### src/common/idio_pkg.sv
// constants and carrier types for the instrument digital i/o ports
// assumes a single 40 mhz clock and byte-wide i/o cycles from the processor
package idio_pkg;

   // ----------------------------------------
   // i/o map
   // ----------------------------------------
   localparam int        IDIO_ADDR_W          = 10;
   localparam logic [9:0] IDIO_OFS_GROUP_A     = 10'h321;
   localparam logic [9:0] IDIO_OFS_INTERNAL    = 10'h322;
   localparam logic [9:0] IDIO_OFS_STATUS_A    = 10'h323;
   localparam logic [9:0] IDIO_OFS_STATUS_B    = 10'h324;
   localparam logic [9:0] IDIO_OFS_GROUP_B     = 10'h325;
   localparam logic [6:0] IDIO_RELAY_I2C_ADDR  = 7'h44;

   // ----------------------------------------
   // field layout and reset values
   // ----------------------------------------
   localparam int         IDIO_IN_W            = 6;
   localparam int         IDIO_OUT_B_W         = 4;
   localparam logic [1:0] IDIO_IN_PAD          = 2'h3;
   localparam logic [3:0] IDIO_OUT_B_PAD       = 4'hf;
   localparam logic [7:0] IDIO_RELEASED        = 8'hff;
   localparam logic [7:0] IDIO_UNMAPPED_RD     = 8'hff;
   localparam int         IDIO_RELAY_WDOG_BIT  = 0;
   localparam int         IDIO_RELAY_PUMP_BIT  = 1;

   // ----------------------------------------
   // timing
   // ----------------------------------------
   localparam longint     IDIO_CLK_HZ          = 40000000;
   localparam longint     IDIO_WDOG_TIME_MS    = 5000;
   localparam int         IDIO_WDOG_CYC        = int'((IDIO_WDOG_TIME_MS * IDIO_CLK_HZ) / 1000);

   // ----------------------------------------
   // types
   // ----------------------------------------
   typedef enum logic [2:0] {
      IDIO_SEL_GROUP_A,
      IDIO_SEL_INTERNAL,
      IDIO_SEL_STATUS_A,
      IDIO_SEL_STATUS_B,
      IDIO_SEL_GROUP_B,
      IDIO_SEL_NONE
   } idio_sel_t;

   typedef struct packed {
      logic                   rd;
      logic                   wr;
      logic [IDIO_ADDR_W-1:0] addr;
      logic [7:0]             wdata;
   } idio_io_req_t;

   typedef struct packed {
      logic [1:0] spare_hi;
      logic       pressure_alarm_indicator;
      logic       thermal_alarm_indicator;
      logic       diagnostic_indicator;
      logic       sequence_running_indicator;
      logic       spare_lo;
      logic       health_indicator;
   } idio_status_t;

endpackage : idio_pkg

### src/hw/idio_ports.sv
// byte-wide i/o mapped digital ports of the instrument processor
// assumes synchronous i/o strobes and pins sampled on the same clock
//
// What this block does
// port a read gives six active-low inputs on bits 0-5, bits 6-7 one.
// port b read gives next six active-low inputs, upper two bits one.
// port a write drives eight active-low outputs from bits 0-7.
// port b write drives four active-low outputs from bits 0-3.
// internal input port readable at its location, all eight bits spare.
// internal output port writable at the same location, bits spare.
// status bit 0 low when healthy, high on any alarm or diagnostics.
// status bit 2 low while a calibration sequence runs.
// status bit 3 low while in diagnostic mode.
// status bit 4 low on any temperature alarm.
// status bit 5 low on any pressure alarm; bits 6-7 spare.
// second status port accepts writes, all eight bits spare.
// controller toggles relay watchdog bit at least every five seconds.
// relay expander bit 1 low turns the zero air pump on.
// port output bits hold their last written value until rewritten; relay pins release when the watchdog expires.
`timescale 1ns/1ps
module idio_ports #(
   parameter int WDOG_CYC = idio_pkg::IDIO_WDOG_CYC
) (
   // clock and reset
   input  wire logic                   i_clk,
   input  wire logic                   i_rst_n,
   // processor i/o cycle
   input  wire idio_pkg::idio_io_req_t i_io,
   output logic [7:0]                  o_io_rdata,
   output logic                        o_io_rvalid,
   // relay expander byte
   input  wire logic                   i_relay_wr,
   input  wire logic [7:0]             i_relay_data,
   // control input pins, active low
   input  wire logic [5:0]             i_ctl_in_a_n,
   input  wire logic [5:0]             i_ctl_in_b_n,
   input  wire logic [7:0]             i_internal_in,
   // output pins
   output logic [7:0]                  o_ctl_out_a_n,
   output logic [3:0]                  o_ctl_out_b_n,
   output logic [7:0]                  o_internal_out,
   output idio_pkg::idio_status_t      o_status_a,
   output logic [7:0]                  o_status_b,
   output logic [7:0]                  o_relay_n,
   output logic                        o_relay_active
);
   import idio_pkg::*;

   // ----------------------------------------
   // address decode
   // ----------------------------------------
   function automatic idio_sel_t idio_decode(input logic [IDIO_ADDR_W-1:0] addr);
      idio_sel_t sel;
      if (addr == IDIO_OFS_GROUP_A) begin
         sel = IDIO_SEL_GROUP_A;
      end else if (addr == IDIO_OFS_INTERNAL) begin
         sel = IDIO_SEL_INTERNAL;
      end else if (addr == IDIO_OFS_STATUS_A) begin
         sel = IDIO_SEL_STATUS_A;
      end else if (addr == IDIO_OFS_STATUS_B) begin
         sel = IDIO_SEL_STATUS_B;
      end else if (addr == IDIO_OFS_GROUP_B) begin
         sel = IDIO_SEL_GROUP_B;
      end else begin
         sel = IDIO_SEL_NONE;
      end
      return sel;
   endfunction : idio_decode

   // health is forced high by any alarm so a stale write cannot mask one
   function automatic idio_status_t idio_status_fix(input idio_status_t s);
      idio_status_t r;
      r = s;
      r.health_indicator = s.health_indicator | ~s.diagnostic_indicator
                         | ~s.thermal_alarm_indicator | ~s.pressure_alarm_indicator;
      return r;
   endfunction : idio_status_fix

   idio_sel_t    wr_sel;
   idio_sel_t    rd_sel;
   logic         wr_en;

   logic [7:0]   out_a;
   logic [7:0]   next_out_a;
   logic [3:0]   out_b;
   logic [3:0]   next_out_b;
   logic [7:0]   int_out;
   logic [7:0]   next_int_out;
   idio_status_t stat_a;
   idio_status_t next_stat_a;
   logic [7:0]   stat_b;
   logic [7:0]   next_stat_b;
   logic [7:0]   next_rdata;
   logic         next_rvalid;

   assign wr_sel = idio_decode(i_io.addr);
   assign rd_sel = wr_sel;
   assign wr_en  = i_io.wr;

   // ----------------------------------------
   // write side
   // ----------------------------------------
   always_comb begin
      // every port holds unless addressed
      next_out_a   = out_a;
      next_out_b   = out_b;
      next_int_out = int_out;
      next_stat_a  = stat_a;
      next_stat_b  = stat_b;
      if (wr_en) begin
         case (wr_sel)
            // eight active-low outputs
            IDIO_SEL_GROUP_A: begin
               next_out_a = i_io.wdata;
            end
            // spare internal outputs
            IDIO_SEL_INTERNAL: begin
               next_int_out = i_io.wdata;
            end
            // status bits as written, R8 R9 R10 R11 carried per field
            IDIO_SEL_STATUS_A: begin
               next_stat_a = idio_status_t'(i_io.wdata);
            end
            // spare status port
            IDIO_SEL_STATUS_B: begin
               next_stat_b = i_io.wdata;
            end
            // four outputs, upper nibble ignored
            IDIO_SEL_GROUP_B: begin
               next_out_b = i_io.wdata[IDIO_OUT_B_W-1:0];
            end
            default: begin
               next_out_a = out_a;
            end
         endcase
      end
   end

   always_ff @(posedge i_clk or negedge i_rst_n) begin
      if (!i_rst_n) begin
         out_a          <= IDIO_RELEASED;
         out_b          <= IDIO_OUT_B_PAD;
         int_out        <= IDIO_RELEASED;
         stat_a         <= idio_status_t'(IDIO_RELEASED);
         stat_b         <= IDIO_RELEASED;
         o_ctl_out_a_n  <= IDIO_RELEASED;
         o_ctl_out_b_n  <= IDIO_OUT_B_PAD;
         o_internal_out <= IDIO_RELEASED;
         o_status_a     <= idio_status_t'(IDIO_RELEASED);
         o_status_b     <= IDIO_RELEASED;
      end else begin
         out_a          <= next_out_a;
         out_b          <= next_out_b;
         int_out        <= next_int_out;
         stat_a         <= next_stat_a;
         stat_b         <= next_stat_b;
         o_ctl_out_a_n  <= next_out_a;
         o_ctl_out_b_n  <= next_out_b;
         o_internal_out <= next_int_out;
         // alarm or diagnostics force health high
         o_status_a     <= idio_status_fix(next_stat_a);
         o_status_b     <= next_stat_b;
      end
   end

   // ----------------------------------------
   // read side
   // ----------------------------------------
   always_comb begin
      next_rvalid = i_io.rd;
      next_rdata  = IDIO_UNMAPPED_RD;
      if (i_io.rd) begin
         case (rd_sel)
            // six inputs, top bits read one
            IDIO_SEL_GROUP_A: begin
               next_rdata = {IDIO_IN_PAD, i_ctl_in_a_n};
            end
            // next six inputs, top bits read one
            IDIO_SEL_GROUP_B: begin
               next_rdata = {IDIO_IN_PAD, i_ctl_in_b_n};
            end
            // spare internal inputs
            IDIO_SEL_INTERNAL: begin
               next_rdata = i_internal_in;
            end
            default: begin
               next_rdata = IDIO_UNMAPPED_RD;
            end
         endcase
      end
   end

   always_ff @(posedge i_clk or negedge i_rst_n) begin
      if (!i_rst_n) begin
         o_io_rdata  <= IDIO_UNMAPPED_RD;
         o_io_rvalid <= 1'b0;
      end else begin
         o_io_rdata  <= next_rdata;
         o_io_rvalid <= next_rvalid;
      end
   end

   // ----------------------------------------
   // relay board expander
   // ----------------------------------------
   // keep-alive timing relies on the controller toggling bit 0
   idio_relay_wdog #(
      .WDOG_CYC (WDOG_CYC)
   ) u_relay (
      .i_clk     (i_clk),
      .i_rst_n   (i_rst_n),
      .i_wr      (i_relay_wr),
      .i_data    (i_relay_data),
      .o_relay_n (o_relay_n),
      .o_active  (o_relay_active)
   );

   // ----------------------------------------
   // checks
   // ----------------------------------------
   a_in_a_read: assert property (@(posedge i_clk) disable iff (!i_rst_n)
      (i_io.rd && i_io.addr == IDIO_OFS_GROUP_A)
      |=> o_io_rvalid && o_io_rdata == {IDIO_IN_PAD, $past(i_ctl_in_a_n)})
      else $error("group a input read wrong");

   a_in_b_read: assert property (@(posedge i_clk) disable iff (!i_rst_n)
      (i_io.rd && i_io.addr == IDIO_OFS_GROUP_B)
      |=> o_io_rvalid && o_io_rdata == {IDIO_IN_PAD, $past(i_ctl_in_b_n)})
      else $error("group b input read wrong");

   a_out_a_write: assert property (@(posedge i_clk) disable iff (!i_rst_n)
      (i_io.wr && i_io.addr == IDIO_OFS_GROUP_A)
      |=> o_ctl_out_a_n == $past(i_io.wdata))
      else $error("group a outputs did not take the write");

   a_out_b_write: assert property (@(posedge i_clk) disable iff (!i_rst_n)
      (i_io.wr && i_io.addr == IDIO_OFS_GROUP_B)
      |=> o_ctl_out_b_n == $past(i_io.wdata[3:0]))
      else $error("group b outputs did not take the write");

   a_int_read: assert property (@(posedge i_clk) disable iff (!i_rst_n)
      (i_io.rd && i_io.addr == IDIO_OFS_INTERNAL)
      |=> o_io_rdata == $past(i_internal_in))
      else $error("internal input read wrong");

   a_int_write: assert property (@(posedge i_clk) disable iff (!i_rst_n)
      (i_io.wr && i_io.addr == IDIO_OFS_INTERNAL)
      |=> o_internal_out == $past(i_io.wdata))
      else $error("internal outputs did not take the write");

   a_health_forced: assert property (@(posedge i_clk) disable iff (!i_rst_n)
      (!o_status_a.diagnostic_indicator || !o_status_a.thermal_alarm_indicator
       || !o_status_a.pressure_alarm_indicator) |-> o_status_a.health_indicator)
      else $error("health shown ok during alarm or diagnostics");

   a_seq_bits: assert property (@(posedge i_clk) disable iff (!i_rst_n)
      (i_io.wr && i_io.addr == IDIO_OFS_STATUS_A)
      |=> o_status_a[7:2] == $past(i_io.wdata[7:2]))
      else $error("status indicator bits did not take the write");

   a_stat_b_write: assert property (@(posedge i_clk) disable iff (!i_rst_n)
      (i_io.wr && i_io.addr == IDIO_OFS_STATUS_B) |=> o_status_b == $past(i_io.wdata))
      else $error("second status port did not take the write");

   a_out_hold: assert property (@(posedge i_clk) disable iff (!i_rst_n)
      (!i_io.wr) [*2] |-> $stable(o_ctl_out_a_n) && $stable(o_ctl_out_b_n)
                        && $stable(o_status_a) && $stable(o_internal_out))
      else $error("output port changed without a write");

endmodule : idio_ports

### src/hw/idio_relay_wdog.sv
// relay board expander output latch with its keep-alive watchdog
// assumes the expander byte arrives as a one-cycle write strobe with data
`timescale 1ns/1ps
module idio_relay_wdog #(
   parameter int WDOG_CYC = idio_pkg::IDIO_WDOG_CYC
) (
   // clock and reset
   input  wire logic       i_clk,
   input  wire logic       i_rst_n,
   // expander write
   input  wire logic       i_wr,
   input  wire logic [7:0] i_data,
   // relay pins
   output logic [7:0]      o_relay_n,
   output logic            o_active
);
   import idio_pkg::*;

   localparam int CNT_W = $clog2(WDOG_CYC + 1);

   generate
      if (WDOG_CYC < 2) begin : g_bad_cyc
         $error("idio_relay_wdog: WDOG_CYC must be at least 2");
      end
   endgenerate

   logic [7:0]       latch;
   logic [7:0]       next_latch;
   logic [CNT_W-1:0] cnt;
   logic [CNT_W-1:0] next_cnt;
   logic             active;
   logic             next_active;
   logic             toggled;

   // ----------------------------------------
   // watchdog and latch
   // ----------------------------------------
   always_comb begin
      toggled     = i_wr && (i_data[IDIO_RELAY_WDOG_BIT] != latch[IDIO_RELAY_WDOG_BIT]);
      next_latch  = i_wr ? i_data : latch;
      next_cnt    = cnt;
      next_active = active;
      // keep-alive toggle restarts the timer
      if (toggled) begin
         next_cnt    = '0;
         next_active = 1'b1;
      end else if (cnt >= CNT_W'(WDOG_CYC - 1)) begin
         next_active = 1'b0;
      end else begin
         next_cnt = cnt + CNT_W'(1);
      end
   end

   always_ff @(posedge i_clk or negedge i_rst_n) begin
      if (!i_rst_n) begin
         latch    <= IDIO_RELEASED;
         cnt      <= '0;
         active   <= 1'b0;
         o_relay_n <= IDIO_RELEASED;
         o_active <= 1'b0;
      end else begin
         latch    <= next_latch;
         cnt      <= next_cnt;
         active   <= next_active;
         // pump bit driven active low only while board is alive
         o_relay_n <= next_active ? next_latch : IDIO_RELEASED;
         o_active <= next_active;
      end
   end

   // ----------------------------------------
   // checks
   // ----------------------------------------
   a_wdog_expire: assert property (@(posedge i_clk) disable iff (!i_rst_n)
      (!toggled && cnt >= CNT_W'(WDOG_CYC - 1)) |=> !o_active)
      else $error("relay board stayed active past the watchdog limit");

   a_pump_follow: assert property (@(posedge i_clk) disable iff (!i_rst_n)
      (toggled) |=> o_active
                    && o_relay_n[IDIO_RELAY_PUMP_BIT] == $past(i_data[IDIO_RELAY_PUMP_BIT]))
      else $error("pump bit did not follow the expander write");

endmodule : idio_relay_wdog

### config.mk
export PLATFORM = sky130hd
export DESIGN_NAME = idio_ports
export DESIGN_NICKNAME = d
export VERILOG_FILES = /design/src/common/idio_pkg.sv /design/src/hw/idio_ports.sv /design/src/hw/idio_relay_wdog.sv
export SDC_FILE = /design/constraint.sdc
export NUM_CORES = 1
export LEC_CHECK = 0
export ABC_AREA = 0
export CAP_MARGIN = 20
export CORE_MARGIN = 4
export CORE_UTILIZATION = 54
export DETAILED_ROUTE_END_ITERATION = 10
export DONT_BUFFER_PORTS = 1
export HOLD_SLACK_MARGIN = 0.06
export PLACE_DENSITY = 0.69
export SLEW_MARGIN = 5
export SYNTH_ARGS = -nofsm -noshare
export SYNTH_HDL_FRONTEND = slang
export SYNTH_HIERARCHICAL = 1
export SYNTH_SLANG_ARGS = --single-unit
### constraint.sdc
create_clock -name i_clk -period 2.25 [get_ports i_clk]
set_input_delay 0.1125 -clock i_clk [delete_from_list [all_inputs] [get_ports i_clk]]
set_output_delay 0.1125 -clock i_clk [all_outputs]
set_load 0.01 [all_outputs]
==> results of run 1 <==
-- final cells by class --
class	count	share of cell area, %
Clock inverter	5	0.898
Timing Repair Buffer	58	11.3
Clock buffer	11	2.82
Sequential cell	91	46.9
Multi-Input combinational cell	234	35.5
Tap cell	99	2.47
Inverter	1	0.0749
-- synth_stat cells (all sizes together), types with 3 or more instances --
cell type / instances
xor2: 4
and4: 4
o21ai: 16
nand4: 17
nand2: 19
nand3: 13
mux2: 51
clkbuf: 10
or3: 15
a21oi: 19
dfrtp: 30
dfstp: 61
o211ai: 3
and3: 4
nand2b: 8
or4: 9
buf: 11
nor2b: 3
nor4b: 3
and2: 4
a221o: 6
nand4b: 4
o31ai: 5
nor2: 11
-- where the power goes --
| group | switching (mW) | leakage (nW) | internal [mW] |
|---|---|---|---|
| combinational | 0.122 | 0.847 | 0.131 |
| sequential | 0.0674 | 1.04 | 1.74 |
| clock | 0.604 | 0.0920 | 0.448 |
-- per-stage QoR --
step / worst slack (ns) / utilization [%] / area, um^2 / hold slack [ns] / cells
floorplan: 0.341 / - / 4230 / -0.183 / 347
global placement: 0.116 / 58.4 / 4350 / -0.180 / 439
detailed placement: 0.0651 / 58.4 / 4350 / -0.179 / 439
CTS: 0.0273 / 66.9 / 4980 / 0.166 / 498
global route: 0.00225 / 67.3 / 5010 / 0.197 / 499
finish: 0.0857 / 67.3 / 5010 / 0.165 / 499
-- repair_timing --
action,4_1_cts,5_1_grt
setup endpoints to repair,0,4
gates resized for setup,0,6
setup buffers,0,1
hold endpoints to repair,153,0
hold buffers,43,0
-- sequential cells by signal, summed over array words and instances (netlist names), 4 cells and up --
| register | count |
|---|---|
| stat_b | 8 |
| stat_a | 8 |
| u_relay/cnt | 28 |
| u_relay/o_relay_n | 8 |
| out_a | 8 |
| int_out | 8 |
| o_io_rdata | 8 |
| out_b | 4 |
| u_relay/latch | 8 |
-- final timing paths --
kind                                  from              end  cells past startpoint
min in group asynchronous          i_rst_n      o_io_rvalid                      2
hold reg to reg            u_relay/cnt[24]  u_relay/cnt[24]                      2
setup reg to reg           u_relay/cnt[10]   u_relay/cnt[5]                      6
max in group asynchronous          i_rst_n        stat_a[7]                      2
setup / recovery           u_relay/cnt[10]   u_relay/cnt[5]                      6
hold / removal                  i_relay_wr   u_relay/cnt[4]                      3
-- cell families after synthesis --
group	after synthesis	share of synthesized area [%]
XOR/XNOR	5	1.04
flip-flops	91	55.7
multiplexers	52	13.8
buffers and inverters	22	2.81
AND/OR/NAND/NOR	121	17.8
AO/OA/AOI/OAI	55	8.53
adder cells (fa/ha/maj)	1	0.296
-- metal layers --
layer	vias up	track usage [%]	wire length, um
li1	1390	-	-
met3	7	8.29	770
met2	100	32.9	4580
met5	-	0	0
met1	1478	26.9	3930
met4	0	5.02	79
-- worst min-delay path: stages --
cell,delay (ns)
sky130_fd_sc_hd__nand2_1,0.18
sky130_fd_sc_hd__o211ai_1,0.15
sky130_fd_sc_hd__nand2_1,0.05
==> impl.org, run 1 <==
** STA
- Headroom to the max-slew limit came out at 61.3%.
- Setup repair after global routing left no endpoint under its margin.
- The clock period could shrink to 2.16 ns.
- Post-route clock skew :: 0.00676 ns
- At the pin with the least slew margin, the transition time is 0.577 ns.
- Post-route setup TNS :: 0 ns
- Maximum clock frequency :: 462 MHz
- The count of final hold-check violations was 0.
- In the finished design, the share of the clock period the worst path needs comes to 96.2%.
- Setup violations remaining at the end of the flow were counted as 0.
- The final-report max-slew violation count came to 0.

** Logic synthesis
- After synthesis, the share of flip-flops with an asynchronous set or reset is 100%.
- After synthesis, the largest area contributor takes up 37.9% of total cell area.
- When the netlist entered floorplanning its net count stood at 399.
- EDFF count, synth :: 0
- The number of different library cells used by synthesis comes to 48.
- Yosys attributes the largest share of cell area to sky130_fd_sc_hd__dfstp_2 (38%), sky130_fd_sc_hd__dfrtp_1 (18%), sky130_fd_sc_hd__mux2_2 (14%).
- Sequential elements use 55.7% of the synthesized area.
- Netlist area before placement :: 4230 um^2
- The most used flip-flop cell after synthesis is sky130_fd_sc_hd__dfstp_2.
- Synthesis warning total :: 6
- In the synthesized netlist, the number of instances is 347.
- Number of flip-flops and latches in the synthesized netlist :: 91
- The biggest area contributor in the post-synthesis netlist is sky130_fd_sc_hd__dfstp_2.
- Avg Synthesized Cell Area :: 12.2 um^2

** Die
- Row generation in the floorplan step produced 31 rows.
- Width of the chip :: 96.5 um
- # IOs :: 105
- The initial utilization of the core area, before any placement, comes to 56.8%.
- Area of the die :: 9310 um^2
- The core region is 7450 um^2.
- The die is 96.5 um tall.

** Final layout
- The area growth from synthesis to layout is 18.7%.
- 0 antenna diodes ended up in the layout.
- After the last flow step, the layout net total stands at 447.
- Leading cell types in the layout, fill and taps excluded :: sky130_fd_sc_hd__dfstp_2 (61), sky130_fd_sc_hd__mux2_2 (51), sky130_fd_sc_hd__dlygate4sd3_1 (42)
- Most common cell after layout, fill and taps aside :: sky130_fd_sc_hd__dfstp_2
- The sequential cells in the finished layout cover a total of 2350 um^2.
- Fill cells :: 557
- In the final layout, the share of cells above drive strength 1 is 38.8%.
- Summing all multi-input logic gate instances after layout gives 1780 um^2.

** Detailed routing
- The first routing iteration left 148 violations.
- Post-Route WL :: 9.36 mm
- Post-DR vias/cell :: 5.96
- Remaining antenna violation count after routing :: 0
- In the routed design, unresolved DRC markers number 0.
- Detailed-router iteration count before antenna repair :: 5
- After detailed routing, the average wire length per cell comes to 18.8 um.
- For this block, the via count after detailed routing is 2975.

** Min path
- Kind of path behind the tightest hold check :: primary input to flip-flop

** GRT
- Via count of the first global-routing pass :: 2967
- For this run, the total global-route usage over all layers was measured as 20.8%.
- Number of antenna violations at the first check in global routing :: 0
- Pin count of the biggest net entering global routing :: 92
- Global-route wire length before repair :: 14.8 mm
- Summed over all layers, the global routing overflow is 0.

** Clock tree
- The clock net in this run drives a total of 91 sinks.
- TritonCTS built the clock tree.
- Root buffer selected by CTS :: sky130_fd_sc_hd__clkbuf_8
- Clock transition at the register clock pins on the worst setup and hold paths after CTS :: 0.09 ns
- Number of CTS-inserted buffers :: 9
- Clock buffer depth :: 2
- The clock tree synthesis step divided the H-tree into 3 levels.
- The later pin in the worst-skew pair is clocked with a latency of 0.36 ns.

** Setup path
- By startpoint and endpoint, the worst setup path is classified as flip-flop to flip-flop.
- Worst path most repeated cell :: sky130_fd_sc_hd__or4_4
- Data on the critical path is required at its endpoint by 2.54 ns.
- For flop-to-flop paths, the worst setup slack is 0.09 ns.
- For this design, the slowest cell found on the critical path is sky130_fd_sc_hd__or4_4.
- Data arrival time at the worst-slack endpoint :: 2.46 ns
- Worst stage delay on the critical path :: 0.54 ns
- Along the worst path, the maximum fanout reaches 24.
- The worst setup path is captured at a flip-flop.
- In this design, the largest share of critical-path delay is due to simple AND/OR/NAND/NOR gates.
- Sum of buffers and inverters on the critical path :: 1
- Walking the worst path, the cells encountered are or4_4, nor3_4, a211oi_4, buf_6, or4_4, a21oi_2.
- Crit start category :: flip-flop

** Place
- During placement, the flow inserted port buffers numbering 0.
- Post-detail-place hpwl :: 6.12 mm
- The congestion estimate from routability-driven global placement came to 0.811.

** Status
- Outcome :: finished clean

** Power
- For this design the ratio of total power to cell area is 620 nW/um^2.
- Total power for the finished layout comes to 3.11 mW.
- In this run the static leakage power is 1.98 nW.
- VDD sags by at most 0.000633 V.

** Job
- Max-cap violations in this run came to 0.
Power figures use the tool's default switching activity.
==> run 2, diff against run 1 <==
Settings changed: ABC_CLOCK_PERIOD_IN_PS set to 2700.
Clock period 2.25 ns to 2.7 ns, I/O delays scaled along.
==> run 2 against run 1 <==
  * Sequential power fell by 17%
  * Hold slack worse by 0.081 ns
  * Global-route usage fell by 0.40 points
  * Power down 16%
  * Clock skew rose by 0.0013 ns
  * Register-to-register slack better by 0.37 ns
  * Critical path type unchanged
  * Critical endpoint is now u_relay/cnt[7]
==> impl.org, run 2 (synthesis results as in run 1) <==
** Status
- The run finished with clean final reports.

** GRT
- The total global routing track utilization came to 20.4% (-0.40 points).
- The maximum number of pins on one net before global-route repair came to 92 (unchanged).
- The first-pass GRT wire length was 14.6 mm (-1.3%).
- Number of antenna violations at the first check in global routing :: 0 (unchanged)
- Via count of the first global-routing pass :: 2925 (-1.4%)
- The remaining global-route overflow was 0 (unchanged).

** Die
- Area inside the core boundary :: 7450 um^2 (unchanged)
- # rows :: 31 (unchanged)
- The vertical extent of the die came to 96.5 um (unchanged).
- The width of the die was 96.5 um (unchanged).
- The initial core utilization came to 56.8% (unchanged).
- Area of the die :: 9310 um^2 (unchanged)
- The I/O pin count is 105 (unchanged).

** Power
- Power density over the cells :: 530 nW/um^2 (-15%)
- IR drop worst, VDD :: 0.000417 V (-34%)
- Static leakage :: 1.93 nW (-2.8%)
- The power consumption came to 2.60 mW (-16%).

** Clock tree
- The number of buffers created by CTS is 9 (unchanged).
- Insertion delay of the later-clocked pin in the worst-skew pair :: 0.36 ns (about the same)
- Root buffer selected by CTS :: sky130_fd_sc_hd__clkbuf_8
- The clock tree buffer depth is 2 (unchanged).
- The clock transition at the registers of the reported paths came to 0.09 ns (about the same).
- The sink count of the clock tree came to 91 (unchanged).
- The maximum level of the CTS H-tree came to 3 (unchanged).
- TritonCTS built the clock tree.
- Number of buffers added for setup after CTS :: 0 (unchanged)

** STA
- Hold Vio Cnt, Final :: 0 (unchanged)
- The post-layout minimum cycle time was 2.25 ns (+0.0835 ns).
- Setup repair after global routing missed its margin :: false
- The count of final setup violators was 0 (unchanged).
- The transition time at the pin with the least slew margin was 0.756 ns (+0.179 ns).
- Post-route clock period utilization :: 83.3% (-13 points)
- The relative slew slack is 49.6% (-12 points).
- Worst hold margin :: 0.0846 ns (-0.0808 ns)
- Post-route clock skew :: 0.00811 ns (+0.00135 ns)
- Post-route setup TNS :: 0 ns (unchanged)
- The final-report max-slew violation count was 0 (unchanged).
- Maximum clock frequency :: 445 MHz (-3.7%)

** Final layout
- Compared with the post-synthesis result, the final layout area differs by 16.1%.
- The number of flip-flops in the largest register is 28 (unchanged).
- Most common cell after layout, fill and taps aside :: sky130_fd_sc_hd__dfstp_2
- Fraction of layout instances using a drive strength above 1 :: 36.2% (-2.5 points)
- The final cell area excluding filler cells came to 4910 um^2 (-2.1%).
- The library cells used most frequently in the layout, excluding fill and tap cells, are sky130_fd_sc_hd__dfstp_2 (61), sky130_fd_sc_hd__mux2_2 (51), sky130_fd_sc_hd__dlygate4sd3_1 (41).
- Nets@finish :: 436 (-2.5%)
- Antenna fix cells :: 0 (unchanged)
- Counting flops per register, the top entry is u_relay/cnt.
- The post-layout utilization of the core came to 65.9% (-1.4 points).
- The filler cell count in the final layout is 599 (+7.5%).

** Setup path
- Crit start category :: flip-flop
- Worst path required time :: 2.98 ns (+0.44 ns)
- The critical path in this run is classified as flip-flop to flip-flop.
- The largest stage delay on the critical path was 0.55 ns (about the same).
- Worst path most repeated cell :: sky130_fd_sc_hd__or4_1
- STA classifies the critical path endpoint as a flip-flop.
- The worst path buffer plus inverter count was 1 (unchanged).
- Length in cells of the worst reg-to-reg path :: 6 (unchanged)
- The cell depth of the worst setup path is 6 (unchanged).
- The biggest fanout along the worst timing path is 24 (unchanged).
- The kind of cell with the highest combined delay along the critical path is simple AND/OR/NAND/NOR gates.
- Among all stages on the critical path, the largest delay is contributed by sky130_fd_sc_hd__or4_1.
- Cells along the critical path :: or4_1, nor3_2, a211oi_4, buf_4, or4_1, a21oi_1
- The data arrival time of the worst path is 2.53 ns (+0.07 ns).

** Place
- The area after detailed placement is 4280 um^2 (-1.6%).
- The HPWL reported at the end of detailed placement is 6.02 mm (-1.6%).
- Quantity of I/O buffers inserted on ports :: 0 (unchanged)
- The final weighted congestion of routability-driven global placement is 0.815 (+0.58%).

** Detailed routing
- The number of vias after detailed routing came to 2912 (-2.1%).
- The number of iterations in the first detailed-routing pass came to 4 (-1).
- The remaining antenna violation count after routing is 0 (unchanged).
- Wire length per cell :: 18.7 um (-0.34%)
- Post-DR vias/cell :: 5.97 (about the same)
- The starting DRC count in detailed routing came to 129 (-13%).
- Post-Route WL :: 9.12 mm (-2.5%)
- The count of unresolved DRC violations after routing is 0 (unchanged).

** Min path
- The min-delay analysis places its worst path in the category primary input to flip-flop.
- The number of cells on the worst hold path is 2 (-1).

** Job
- Max-cap violations :: 0 (unchanged)
[run 2: cell types whose count changed in the layout (fill, tap and decap cells not counted), moves of 2 or more]
cell	previous run	this run
sky130_fd_sc_hd__buf_4	13	5
sky130_fd_sc_hd__or4_1	7	9
sky130_fd_sc_hd__buf_6	2	0
sky130_fd_sc_hd__or4_4	2	0
[run 2: cell type report]
| cell class | count | area, um^2 | share of cell area (%) |
|---|---|---|---|
| Tap cell | 99 | 124 | 2.52 |
| Inverter | 1 | 3.75 | 0.0765 |
| Clock inverter | 4 | 33.8 | 0.688 |
| Timing Repair Buffer | 47 | 475 | 9.69 |
| Sequential cell | 91 | 2350 | 47.9 |
| Clock buffer | 12 | 156 | 3.19 |
| Multi-Input combinational cell | 234 | 1760 | 35.9 |
[run 2: what timing repair did]
| item | in CTS | in global routing |
|---|---|---|
| hold endpoints to repair | 153 | 0 |
| resized for setup | 0 | 0 |
| hold buffers | 42 | 0 |
[run 2: power by group]
group | internal [mW] | switching (mW)
Clock | 0.400 | 0.487
Combinational | 0.108 | 0.102
Sequential | 1.45 | 0.0566
[run 2: metrics by stage]
step	setup WS [ns]	std cells
floorplan	0.791	347
CTS	0.446	488
global placement	0.530	430
global route	0.327	488
detailed placement	0.484	430
finish	0.452	488
[run 2: metal layers]
layer	up-vias	GRT usage, %	wire (um)
met4	0	5.02	96
met5	-	0	0
met3	8	7.51	683
met1	1453	27.5	3930
li1	1371	-	-
met2	80	31.5	4410
[run 2: final timing paths]
kind	end	slack (ns)	start
max	u_relay/cnt[7]	0.45	u_relay/cnt[11]
min in group asynchronous	u_relay/cnt[12]	0.34	i_rst_n
max reg2reg	u_relay/cnt[7]	0.45	u_relay/cnt[11]
min reg2reg	u_relay/cnt[24]	0.56	u_relay/cnt[24]
min	o_io_rdata[4]	0.08	i_ctl_in_a_n[4]
max in group asynchronous	out_a[3]	1.98	i_rst_n
